==> src/verilog/nest_irq_pkg.sv <==
package nest_irq_pkg;

   // source and priority geometry
   localparam int NUM_SRC = 32;
   localparam int SRC_W = 5;
   localparam int PRIO_IN_W = 8;
   localparam int IMPL_W = 3;
   localparam int PRIO_MSB = PRIO_IN_W - 1;
   localparam int PRIO_LSB = PRIO_IN_W - IMPL_W;
   localparam int GRP_W = 3;
   localparam int ADDR_W = 32;

   // nesting stack: one entry per preemption level at most
   localparam int MAX_DEPTH = 8;
   localparam int STK_W = 3;
   localparam int DEPTH_W = 4;

   // reset values and fixed constants
   localparam logic [NUM_SRC-1:0] ENABLE_RST = 32'h0;
   localparam logic [NUM_SRC-1:0] PEND_RST = 32'h0;
   localparam logic [IMPL_W-1:0] PRIO_RST = 3'h0;
   localparam logic [IMPL_W-1:0] PRIO_LOWEST = 3'h7;
   localparam logic [ADDR_W-1:0] VEC_RST = 32'h0;
   localparam logic [GRP_W-1:0] GRP_RST = 3'h0;
   localparam logic [SRC_W-1:0] ID_RST = 5'h0;
   localparam logic [DEPTH_W-1:0] DEPTH_RST = 4'h0;
   localparam logic [DEPTH_W-1:0] DEPTH_ONE = 4'h1;
   localparam logic [DEPTH_W-1:0] DEPTH_FULL = 4'h8;

   // dispatch state, gray coded along thread -> offer -> active -> preempt offer
   typedef enum logic [1:0] {
      S_THREAD = 2'b00,
      S_OFFER = 2'b01,
      S_ACTIVE = 2'b11,
      S_PREEMPT = 2'b10
   } state_t;

   // set or clear the controller-level enable of one source
   typedef struct packed {
      logic valid;
      logic set;
      logic [SRC_W-1:0] idx;
   } ena_cmd_t;

   // write one source priority field
   typedef struct packed {
      logic valid;
      logic [SRC_W-1:0] idx;
      logic [PRIO_IN_W-1:0] value;
   } prio_wr_t;

   // write one handler address
   typedef struct packed {
      logic valid;
      logic [SRC_W-1:0] idx;
      logic [ADDR_W-1:0] addr;
   } vec_wr_t;

endpackage : nest_irq_pkg
==> src/verilog/nest_irq_arb.sv <==
`timescale 1ns/100ps

module nest_irq_arb
   import nest_irq_pkg::*;
(
   // candidates
   input wire logic [NUM_SRC-1:0] req,
   input wire logic [NUM_SRC-1:0][IMPL_W-1:0] prio,
   // winner
   output logic found,
   output logic [SRC_W-1:0] win_id,
   output logic [IMPL_W-1:0] win_prio
);

   // strict less-than keeps the lowest index on equal priority
   always_comb
   begin
      found = 1'b0;
      win_id = ID_RST;
      win_prio = PRIO_LOWEST;
      for (int i = 0; i < NUM_SRC; i++)
      begin
         if (req[i] && (!found || prio[i] < win_prio))
         begin
            found = 1'b1;
            win_id = SRC_W'(i);
            win_prio = prio[i];
         end
      end
   end

endmodule : nest_irq_arb

==> src/verilog/nest_irq_ctrl.sv <==
`timescale 1ns/100ps

module nest_irq_ctrl
   import nest_irq_pkg::*;
(
   // clock and reset
   input wire logic CLK_SYS,
   input wire logic RST,
   // peripheral interrupt lines
   input wire logic [NUM_SRC-1:0] SRC_IRQ,
   // software configuration
   input wire logic GLOBAL_MASK,
   input wire logic [GRP_W-1:0] GROUPING,
   input wire ena_cmd_t ENA_CMD,
   input wire prio_wr_t PRIO_WR,
   input wire vec_wr_t VEC_WR,
   // processor core
   input wire logic CORE_ACK,
   input wire logic CORE_RET,
   output logic IRQ_REQ,
   output logic [SRC_W-1:0] IRQ_ID,
   output logic [ADDR_W-1:0] IRQ_ADDR,
   // status
   output logic [NUM_SRC-1:0] ENABLE_STATE,
   output logic [NUM_SRC-1:0] PENDING_STATE,
   output logic [DEPTH_W-1:0] NEST_DEPTH,
   output logic [SRC_W-1:0] ACTIVE_ID,
   output logic THREAD_OK
);

   logic [NUM_SRC-1:0] src_s1_r;
   logic [NUM_SRC-1:0] src_s2_r;
   logic [NUM_SRC-1:0] enable_r;
   logic [NUM_SRC-1:0] enable_nxt;
   logic [NUM_SRC-1:0] pend_r;
   logic [NUM_SRC-1:0] pend_nxt;
   logic [NUM_SRC-1:0][IMPL_W-1:0] prio_r;
   logic [NUM_SRC-1:0][IMPL_W-1:0] prio_nxt;
   logic [ADDR_W-1:0] vec_r [NUM_SRC];
   logic [ADDR_W-1:0] vec_nxt [NUM_SRC];
   logic [GRP_W-1:0] grp_r;
   logic [MAX_DEPTH-1:0][SRC_W-1:0] stk_r;
   logic [MAX_DEPTH-1:0][SRC_W-1:0] stk_nxt;
   logic [DEPTH_W-1:0] depth_r;
   logic [DEPTH_W-1:0] depth_nxt;
   state_t state_r;
   state_t state_nxt;
   logic req_r;
   logic req_nxt;
   logic [SRC_W-1:0] id_r;
   logic [SRC_W-1:0] id_nxt;
   logic [ADDR_W-1:0] addr_r;
   logic [ADDR_W-1:0] addr_nxt;
   logic [SRC_W-1:0] act_r;
   logic [SRC_W-1:0] act_nxt;
   logic thread_ok_r;
   logic thread_ok_nxt;
   logic [NUM_SRC-1:0] ena_prev_r;

   logic win_found;
   logic [SRC_W-1:0] win_id;
   logic [IMPL_W-1:0] win_prio;
   logic ack_take;
   logic ret_take;
   logic [STK_W-1:0] top_idx;
   logic [SRC_W-1:0] top_id;
   logic [IMPL_W-1:0] pmask;
   logic [IMPL_W-1:0] win_lvl;
   logic [IMPL_W-1:0] top_lvl;
   logic elig;

   // preemption bits taken from the top of the implemented field
   function automatic logic [IMPL_W-1:0] preempt_mask(input logic [GRP_W-1:0] grp);
      logic [GRP_W-1:0] pb;
      pb = (grp >= GRP_W'(IMPL_W)) ? GRP_W'(IMPL_W) : grp;
      return ~(PRIO_LOWEST >> pb);
   endfunction : preempt_mask

   nest_irq_arb u_arb (
      .req(pend_r & enable_r),
      .prio(prio_r),
      .found(win_found),
      .win_id(win_id),
      .win_prio(win_prio)
   );

   assign ack_take = CORE_ACK && req_r;
   assign ret_take = CORE_RET && (depth_r != DEPTH_RST) && !ack_take;
   assign top_idx = STK_W'(depth_r - DEPTH_ONE);
   assign top_id = stk_r[top_idx];
   assign pmask = preempt_mask(grp_r);
   assign win_lvl = win_prio & pmask;
   assign top_lvl = prio_r[top_id] & pmask;

   // preemption needs a strictly more urgent preemption level
   assign elig = win_found && !GLOBAL_MASK && depth_r != DEPTH_FULL
      && (depth_r == DEPTH_RST || win_lvl < top_lvl);

   // per-source enable, pending latch, priority and handler address
   for (genvar i = 0; i < NUM_SRC; i++)
   begin : g_src
      always_comb
      begin
         enable_nxt[i] = enable_r[i];
         if (ENA_CMD.valid && ENA_CMD.idx == SRC_W'(i))
         begin
            enable_nxt[i] = ENA_CMD.set;
         end
         // a new request in the entry cycle wins over the clear
         pend_nxt[i] = (src_s2_r[i] && enable_r[i])
            || (pend_r[i] && !(ack_take && id_r == SRC_W'(i)));
         prio_nxt[i] = prio_r[i];
         if (PRIO_WR.valid && PRIO_WR.idx == SRC_W'(i))
         begin
            prio_nxt[i] = PRIO_WR.value[PRIO_MSB:PRIO_LSB];
         end
         vec_nxt[i] = vec_r[i];
         if (VEC_WR.valid && VEC_WR.idx == SRC_W'(i))
         begin
            vec_nxt[i] = VEC_WR.addr;
         end
      end
   end

   always_ff @(posedge CLK_SYS or posedge RST)
   begin
      if (RST)
      begin
         src_s1_r <= PEND_RST;
         src_s2_r <= PEND_RST;
         enable_r <= ENABLE_RST;
         pend_r <= PEND_RST;
         ena_prev_r <= ENABLE_RST;
         grp_r <= GRP_RST;
         for (int i = 0; i < NUM_SRC; i++)
         begin
            prio_r[i] <= PRIO_RST;
            vec_r[i] <= VEC_RST;
         end
      end
      else
      begin
         src_s1_r <= SRC_IRQ;
         src_s2_r <= src_s1_r;
         enable_r <= enable_nxt;
         pend_r <= pend_nxt;
         ena_prev_r <= enable_r;
         grp_r <= GROUPING;
         prio_r <= prio_nxt;
         vec_r <= vec_nxt;
      end
   end

   // dispatch state, nesting stack and core-facing outputs
   always_comb
   begin
      state_nxt = state_r;
      stk_nxt = stk_r;
      depth_nxt = depth_r;
      case (state_r)
         S_THREAD:
            if (elig)
            begin
               state_nxt = S_OFFER;
            end
         S_OFFER:
            if (ack_take)
            begin
               state_nxt = S_ACTIVE;
            end
            else if (!elig)
            begin
               state_nxt = S_THREAD;
            end
         S_ACTIVE:
            if (ret_take)
            begin
               state_nxt = (depth_r == DEPTH_ONE) ? S_THREAD : S_ACTIVE;
            end
            else if (elig)
            begin
               state_nxt = S_PREEMPT;
            end
         S_PREEMPT:
            if (ack_take)
            begin
               state_nxt = S_ACTIVE;
            end
            else if (ret_take)
            begin
               state_nxt = (depth_r == DEPTH_ONE) ? S_THREAD : S_ACTIVE;
            end
            else if (!elig)
            begin
               state_nxt = S_ACTIVE;
            end
         default:
            state_nxt = S_THREAD;
      endcase
      if (ack_take)
      begin
         stk_nxt[STK_W'(depth_r)] = id_r;
         depth_nxt = depth_r + DEPTH_ONE;
      end
      else if (ret_take)
      begin
         depth_nxt = depth_r - DEPTH_ONE;
      end
      req_nxt = (state_nxt == S_OFFER) || (state_nxt == S_PREEMPT);
      id_nxt = req_nxt ? win_id : id_r;
      addr_nxt = req_nxt ? vec_r[win_id] : addr_r;
      act_nxt = (depth_nxt == DEPTH_RST) ? ID_RST : stk_nxt[STK_W'(depth_nxt - DEPTH_ONE)];
      thread_ok_nxt = (depth_nxt == DEPTH_RST) && (state_nxt == S_THREAD)
         && ((pend_nxt & enable_nxt) == PEND_RST);
   end

   always_ff @(posedge CLK_SYS or posedge RST)
   begin
      if (RST)
      begin
         state_r <= S_THREAD;
         stk_r <= '0;
         depth_r <= DEPTH_RST;
         req_r <= 1'b0;
         id_r <= ID_RST;
         addr_r <= VEC_RST;
         act_r <= ID_RST;
         thread_ok_r <= 1'b0;
      end
      else
      begin
         state_r <= state_nxt;
         stk_r <= stk_nxt;
         depth_r <= depth_nxt;
         req_r <= req_nxt;
         id_r <= id_nxt;
         addr_r <= addr_nxt;
         act_r <= act_nxt;
         thread_ok_r <= thread_ok_nxt;
      end
   end

   assign IRQ_REQ = req_r;
   assign IRQ_ID = id_r;
   assign IRQ_ADDR = addr_r;
   assign ENABLE_STATE = enable_r;
   assign PENDING_STATE = pend_r;
   assign NEST_DEPTH = depth_r;
   assign ACTIVE_ID = act_r;
   assign THREAD_OK = thread_ok_r;

   property p_mask_blocks;
      @(posedge CLK_SYS) disable iff (RST)
      GLOBAL_MASK && !ack_take |=> !req_r;
   endproperty
   a_mask_blocks: assert property (p_mask_blocks)
      else $error("request offered while globally masked");

   property p_offer_enabled;
      @(posedge CLK_SYS) disable iff (RST)
      $rose(req_r) |-> ena_prev_r[id_r];
   endproperty
   a_offer_enabled: assert property (p_offer_enabled)
      else $error("disabled source offered to the core");

   property p_entry_push;
      @(posedge CLK_SYS) disable iff (RST)
      ack_take |=> depth_r == $past(depth_r) + DEPTH_ONE && act_r == $past(id_r) && !req_r;
   endproperty
   a_entry_push: assert property (p_entry_push)
      else $error("handler entry did not push the nesting stack");

   property p_return_pop;
      @(posedge CLK_SYS) disable iff (RST)
      ret_take |=> depth_r == $past(depth_r) - DEPTH_ONE;
   endproperty
   a_return_pop: assert property (p_return_pop)
      else $error("handler return did not pop the nesting stack");

   property p_thread_idle;
      @(posedge CLK_SYS) disable iff (RST)
      thread_ok_r |-> depth_r == DEPTH_RST && !req_r && (pend_r & enable_r) == PEND_RST;
   endproperty
   a_thread_idle: assert property (p_thread_idle)
      else $error("thread return allowed with work left");

   property p_entry_clears;
      @(posedge CLK_SYS) disable iff (RST)
      ack_take && !src_s2_r[id_r] |=> !pend_r[$past(id_r)];
   endproperty
   a_entry_clears: assert property (p_entry_clears)
      else $error("pending latch not cleared on handler entry");

   property p_pend_sets;
      @(posedge CLK_SYS) disable iff (RST)
      1'b1 |=> ($past(src_s2_r) & $past(enable_r) & ~pend_r) == PEND_RST;
   endproperty
   a_pend_sets: assert property (p_pend_sets)
      else $error("enabled request did not set its pending latch");

   property p_preempt_level;
      @(posedge CLK_SYS) disable iff (RST)
      req_r && depth_r != DEPTH_RST && !$past(PRIO_WR.valid) && $stable(grp_r)
         |-> (prio_r[id_r] & pmask) < top_lvl;
   endproperty
   a_preempt_level: assert property (p_preempt_level)
      else $error("preemption offered without a more urgent level");

   property p_addr_match;
      @(posedge CLK_SYS) disable iff (RST)
      req_r && !$past(VEC_WR.valid) |-> addr_r == vec_r[id_r];
   endproperty
   a_addr_match: assert property (p_addr_match)
      else $error("handler address does not match offered source");

endmodule : nest_irq_ctrl

==> config.mk <==
export PLATFORM = sky130hd
export DESIGN_NAME = nest_irq_ctrl
export DESIGN_NICKNAME = d
export VERILOG_FILES = /design/src/verilog/nest_irq_pkg.sv /design/src/verilog/nest_irq_arb.sv /design/src/verilog/nest_irq_ctrl.sv
export SDC_FILE = /design/constraint.sdc
export NUM_CORES = 2
export LEC_CHECK = 0
export BUFFER_PORTS_ARGS = -buffer_cell sky130_fd_sc_hd__buf_2
export CAP_MARGIN = 10
export CORE_UTILIZATION = 55
export CTS_BUF_LIST = sky130_fd_sc_hd__clkbuf_2 sky130_fd_sc_hd__clkbuf_4 sky130_fd_sc_hd__clkbuf_8
export DETAILED_ROUTE_END_ITERATION = 8
export GPL_TIMING_DRIVEN = 0
export HOLD_SLACK_MARGIN = 0.1
export MAX_ROUTING_LAYER = met4
export PLACE_DENSITY_LB_ADDON = 0.15
export RECOVER_POWER = 25
export SLEW_MARGIN = 15
export SYNTH_ARGS = -nofsm -noshare
export SYNTH_HDL_FRONTEND = slang
export SYNTH_HIERARCHICAL = 1
export SYNTH_SLANG_ARGS = --single-unit
==> constraint.sdc <==
create_clock -name CLK_SYS -period 38.2 [get_ports CLK_SYS]
set_input_delay 3.82 -clock CLK_SYS [delete_from_list [all_inputs] [get_ports CLK_SYS]]
set_output_delay 3.82 -clock CLK_SYS [all_outputs]
set_load 0.01 [all_outputs]
# Word level (Yosys, flattened, before mapping)
# Cells that the tools add are included.
# op_classes
addsub,3
order_cmp,39
eq_ne,131
shift,1
muxes,154
bitwise_logic,6
n_reduce_logical,372
# ops
cell,n
"5-bit equality test, second input constant",64
1-bit logical AND,232
32-bit binary-select mux with 5-bit select,1
"5-bit by 4-bit equality test with 1-bit output, second input constant",32
3-bit two-way mux,38
5-bit two-way mux,20
3-bit less-than comparator,32
"5-bit by 3-bit equality test with 1-bit output, second input constant",16
1-bit logical NOT,65
1-bit logical OR,65
1-bit two-way mux,65
32-bit AND,2
32-bit two-way mux,2
40-bit bitwise mux,1
"5-bit by 2-bit equality test with 1-bit output, second input constant",8
4-bit two-way mux,10
40-bit two-way mux,1
32-bit logical NOT,1
5-bit binary-select mux with 3-bit select,2
2-bit two-way mux,11
"5-bit by 1-bit equality test with 1-bit output, second input constant",4
5-bit logical NOT,4
3-bit binary-select mux with 5-bit select,1
5-bit demux with 3-bit select,1
other kinds (20),28
# word_totals
reg_bits,1341

# Logic depth before layout (Yosys ltp)
# depth
depth_word,137
mapped_depth,246
depth_no_buf,244

# By module
# Netlist, hierarchy kept.
# by_module_without_submodules
module,n_inst,cells_per_inst,area_per_inst_um2,seq_area_each_um2
nest_irq_ctrl,1,3812,59811.1,33557.2
nest_irq_arb,1,849,5611.6,0.0

# Worst setup path after synthesis
# No wires, ideal clock.
# synth_path
path_type,register -> register
from,reg enable_r[0] (netlist: ENABLE_STATE[0])
to,reg addr_r[0] (netlist: IRQ_ADDR[0])
setup_time_ns,0.137
arrival_time_ns,39.599
required_ns,38.063
slack_ns,-1.535
path_stages_with_launch,233
n_path_buf,3
path_cell_list,dfrtp_1 -> and2_1 -> inv_1 -> o22ai_1 -> ha_1 -> o22ai_1 -> nand2_1 -> o21a_1 -> a22o_4 -> mux2_2 -> ha_1 -> o311ai_4 -> o21bai_2 -> o21a_1 -> inv_1 -> ha_1 -> nand2_1 -> nor3_1 -> (+197 left out) -> nand2_1 -> o21ai_1 -> or3_1 -> o211ai_1 -> o31a_1 -> ha_1 -> a2111oi_0 -> nand4b_1 -> nor3_1 -> o21ai_1 -> o21ai_1 -> a2111oi_2 -> a2bb2oi_2 -> ha_1 -> clkbuf_1 -> clkbuf_1 -> clkbuf_1 -> a21oi_1
# synth_between
elab_chain_cells,136
word_cells_on_any_way,242
classes_between,32 x order compare; 2 x eq/ne; 107 x mux; 3 x bitwise; 98 x reduce/logical
# synth_lines
element,line_no,rtl
start: declaration,nest_irq_ctrl.sv:33,logic [NUM_SRC-1:0] enable_r;
start signal: assignment,nest_irq_ctrl.sv:145,enable_r <= enable_nxt;
32-bit AND (*),nest_irq_ctrl.sv:80,".req(pend_r & enable_r),"
3-bit two-way mux or 1-bit two-way mux (tied branches),nest_irq_arb.sv:23,if (req[i] && (!found || prio[i] < win_prio))
3-bit less-than comparator or 1-bit logical NOT (tied branches),nest_irq_arb.sv:23,
1-bit logical OR,nest_irq_arb.sv:23,
1-bit logical AND,nest_irq_arb.sv:23,
3-bit two-way mux or 1-bit two-way mux (tied branches),nest_irq_arb.sv:23,
3-bit less-than comparator or 1-bit logical NOT (tied branches),nest_irq_arb.sv:23,
1-bit logical OR,nest_irq_arb.sv:23,
(+118 left out),n/a,
via win_prio[2],nest_irq_ctrl.sv:62,logic [IMPL_W-1:0] win_prio;
(+3 left out),n/a,
1-bit logical AND (*),nest_irq_ctrl.sv:97,&& (depth_r == DEPTH_RST || win_lvl < top_lvl);
2-bit two-way mux,nest_irq_ctrl.sv:193,else if (!elig)
2-bit two-way mux,nest_irq_ctrl.sv:189,else if (ret_take)
2-bit two-way mux,nest_irq_ctrl.sv:185,if (ack_take)
2-bit one-hot mux with 4 select lines (*),nest_irq_ctrl.sv:160,case (state_r)
2-bit by 1-bit equality test with 1-bit output or 2-bit equality test (tied branches),nest_irq_ctrl.sv:209,req_nxt = (state_nxt == S_OFFER) || (state_nxt == S_PREEMPT);
1-bit logical OR (*),nest_irq_ctrl.sv:209,
via req_nxt,nest_irq_ctrl.sv:49,logic req_nxt;
end signal: assignment,nest_irq_ctrl.sv:237,addr_r <= addr_nxt;
end: declaration,nest_irq_ctrl.sv:52,logic [ADDR_W-1:0] addr_r;
# The timed path passes the listed nets; every way through them passes the cells marked *. The select of a mux whose other input is x is not followed.
# A chain may end at the register's enable or synchronous reset.

# Worst setup path in the final report
# layout_path
from,reg enable_r[1] (netlist: ENABLE_STATE[1])
to,reg id_r[4] (netlist: IRQ_ID[4])
# layout_between
elab_chain_cells,133
word_cells_on_any_way,218
classes_between,31 x order compare; 2 x eq/ne; 87 x mux; 2 x bitwise; 96 x reduce/logical
# layout_lines
element,line_no,rtl
32-bit AND (*),nest_irq_ctrl.sv:80,
1-bit logical AND (*),nest_irq_arb.sv:23,
3-bit two-way mux or 1-bit two-way mux (tied branches),nest_irq_arb.sv:23,
3-bit less-than comparator or 1-bit logical NOT (tied branches),nest_irq_arb.sv:23,
1-bit logical OR,nest_irq_arb.sv:23,
1-bit logical AND,nest_irq_arb.sv:23,
3-bit two-way mux or 1-bit two-way mux (tied branches),nest_irq_arb.sv:23,
3-bit less-than comparator or 1-bit logical NOT (tied branches),nest_irq_arb.sv:23,
(+115 left out),n/a,
via win_prio[2],nest_irq_ctrl.sv:62,
(+3 left out),n/a,
1-bit logical AND (*),nest_irq_ctrl.sv:97,
2-bit two-way mux,nest_irq_ctrl.sv:193,
2-bit two-way mux,nest_irq_ctrl.sv:189,
2-bit two-way mux,nest_irq_ctrl.sv:185,
2-bit one-hot mux with 4 select lines (*),nest_irq_ctrl.sv:160,
2-bit by 1-bit equality test with 1-bit output or 2-bit equality test (tied branches),nest_irq_ctrl.sv:209,
1-bit logical OR (*),nest_irq_ctrl.sv:209,
via req_nxt,nest_irq_ctrl.sv:49,
end signal: assignment,nest_irq_ctrl.sv:236,id_r <= id_nxt;
end: declaration,nest_irq_ctrl.sv:50,logic [SRC_W-1:0] id_r;
# The timed path passes the listed nets; every way through them passes the cells marked *.

==> reports/metrics.yaml <==
run_status:
  outcome: "finished, violations left"
  failed_checks: "design-rule violations, max-capacitance violations, max-slew violations, negative setup slack"
synth:
  synth_edf_count: 0
  synthesis.area_um2: 65420
  syn_area_per_cell_um2: 14.04
  ys_warn_count: 6
  synth_top_flop_cell: "dfrtp_1"
  ys_seq_elements: 1341
  syn_inst: 4661
  async_reset_ff_share_pct: 100.0
  synthDistinctLibCells: 127
  synth_nets: 4801
  synth_seq_area_share_pct: 51.29
critical_path:
  crit_type: "register to register"
  cp-start-kind: "register"
  max_stage_delay_ns: 0.49
  crit_fanout: 6
  r2r_cells: 232
  r2r_start: "ENABLE_STATE[1]$_DFF_PP0_"
  cp.arrival_ns: 39.94
  cp_common_cell: "ha_4"
  worstSetupStartpoint: "ENABLE_STATE[1]$_DFF_PP0_"
  required_ns: 39.01
  crit_path_top_delay_cell: "a2111o_2"
  crit_path_end_kind: "register"
cts:
  cts_buffer_depth: 3
  tritoncts: "done"
  cts_max_level: 4
  ctsRootBufferMaster: "clkbuf_8"
  cts_hold_buf: 0
  cts_buffers: 216
  clkSinkCount: 1341
  path_clk_slew_ns: 0.06
  clk_latency_ns: 0.96
placement:
  routabilityCongestion: 0.9602
  dp_hpwl_um: 133600
  place_ws_ns: -9.676
  io_buffers: 201
sta:
  timing.fmax_mhz: 25.56
  worst_pin_slew_ns: 2.011
  fin_tns_setup_ns: -33.01
  timing.final.crit_period_ns: 39.13
  fin_ws_ns: -0.9302
  skew_ns: 0.05588
  setup_viol: 39
  finalCritPeriodShare_pct: 102.4
  hold_viol: 0
  slew_headroom_pct: -34.07
  slew_violations: 386
  rsz0062_at_grt: "yes"
final_layout:
  fin_nets: 5466
  final_cell_mix: "1338 x dfrtp_1, 1179 x mux2_2, 336 x mux4_2"
  fillers: 8628
  areaGrowthSynthToFinish_pct: 17.92
  drive_gt1_share_pct: 49.31
  layout_commonest_cell: "dfrtp_1"
floorplan:
  initial_core_util_pct: 55.48
  chipWidth_um: 346.9
  die-area_um2: 120300
  io_pins: 211
  design.core.area_um2: 117900
  die_h_um: 346.9
  num_rows: 126
global_routing:
  grt.overflow.total: 0
  grt_max_degree: 37
  antenna_found_initial: 17
  grt_usage_pct: 33.47
  grt_pass1_vias: 45159
  grt_pass1_wl_um: 290500
detailed_routing:
  via_per_inst: 6.286
  drt-total-wl_um: 195300
  ant_nets: 0
  drt_iter0_drc: 3565
  via_count: 44372
  wl_per_cell_um: 27.67
  drc: 4
  dr.pass1.iters: 8
run:
  drv_cap: 12
worst_hold_path:
  hold_depth: 0
  holdCritPathClass: "register to register"
  min_from: "src_s1_r[21]$_DFF_PP0_"
==> metrics by stage <==
stage,utilization (%),cell area [um^2],hold WS [ns],std cells
after floorplan,-,65430,0.3312,4661
after CTS,64.48,76030,0.3449,6968
final,65.42,77150,0.3337,7059
after global routing,65.42,77150,0.3490,7058
after global placement,57.97,68350,0.3338,6398
after detailed placement,58.82,69370,0.3347,6446
==> final cells by class <==
| cell class | count | area (um^2) | share of cell area [%] |
|---|---|---|---|
| Multi-Input combinational cell | 2912 | 31670 | 41.05 |
| Inverter | 74 | 296.5 | 0.3844 |
| Sequential cell | 1341 | 33560 | 43.50 |
| Tap cell | 1536 | 1922 | 2.491 |
| Clock inverter | 32 | 360.3 | 0.4671 |
| Timing Repair Buffer | 449 | 3262 | 4.228 |
| Antenna cell | 21 | 52.55 | 0.06812 |
| Clock buffer | 362 | 4444 | 5.761 |
| Buffer | 332 | 1578 | 2.045 |
==> registers in the layout, indices dropped and copies added, names as in the netlist <==
register	cells
stk_r	40
vec_r	1024
ENABLE_STATE	32
prio_r	96
src_s1_r	32
ACTIVE_ID	5
NEST_DEPTH	4
IRQ_REQ	1
IRQ_ID	5
src_s2_r	32
IRQ_ADDR	32
grp_r	3
THREAD_OK	1
PENDING_STATE	32
state_r	2
==> final timing paths <==
kind / endpoint / slack (ns)
setup / recovery: IRQ_ID[4]$_DFFE_PP0P_ / -0.93
hold / removal: src_s2_r[21]$_DFF_PP0_ / 0.33
setup reg to reg: IRQ_ID[4]$_DFFE_PP0P_ / -0.93
hold reg to reg: src_s2_r[21]$_DFF_PP0_ / 0.33
max in group asynchronous: stk_r[18]$_DFF_PP0_ / 28.64
min in group asynchronous: vec_r[65]$_DFFE_PP0P_ / 3.15
==> Yosys cell counts, drive strengths merged (14+ instances only) <==
cell type / count / area share [%]
a211o: 15 / 0.20
a211oi: 23 / 0.29
a21oi: 99 / 0.78
a22o: 38 / 0.52
a22oi: 14 / 0.16
a31oi: 20 / 0.21
and2: 51 / 0.49
buf: 100 / 0.66
clkbuf: 234 / 1.3
dfrtp: 1341 / 51
ha: 41 / 0.78
inv: 74 / 0.42
mux2: 1232 / 21
mux2i: 90 / 1.4
mux4: 338 / 12
nand2: 223 / 1.3
nand2b: 24 / 0.24
nand3: 48 / 0.37
nor2: 159 / 0.92
nor2b: 21 / 0.20
nor3: 55 / 0.43
nor3b: 16 / 0.18
o211ai: 23 / 0.28
o21a: 24 / 0.28
o21ai: 88 / 0.70
or3: 28 / 0.28
==> cells by family (layout without fill, tap and decap cells) <==
family                     count (synthesis)  in the layout  share of synthesized area (%)
adders and majority gates                 47             47                         0.8759
DFF                                     1341           1341                          51.29
AOI/OAI and AO/OA                        487            487                          5.573
buffers and inverters                    408           1249                          2.435
other                                      0             21                              0
xor gates and xnor gates                   5              5                        0.09564
muxes                                   1660           1660                          34.27
and+or+nand+nor                          713            713                          5.462
==> metal layers <==
metal / wire (um) / part of all wire [%] / track usage (%)
met1: 83760 / 43 / 45.42
met2: 90840 / 47 / 50.34
met3: 14240 / 7.3 / 7.436
met4: 6481 / 3.3 / 10.83
met5: 0 / 0 / -
==> critical path: cells and delay by family (launching register included) <==
| family | cells | cell delay [ns] |
|---|---|---|
| AO/OA/AOI/OAI | 87 | 15.28 |
| adder cells (fa/ha/maj) | 31 | 7.11 |
| buffers and inverters | 25 | 2.01 |
| flip-flops | 1 | 0.42 |
| multiplexers | 17 | 4.80 |
| AND/OR/NAND/NOR | 72 | 9.38 |
==> repair_timing <==
action,in CTS,in global routing
hold endpoints to repair,0,0
pin swaps,82,116
gates resized for setup,237,191
setup endpoints to repair,40,40
buffers inserted,130,68
cloned,0,2
Power is not shown: default switching activity piles up to over one toggle a cycle in this logic, so the estimate is an artifact.
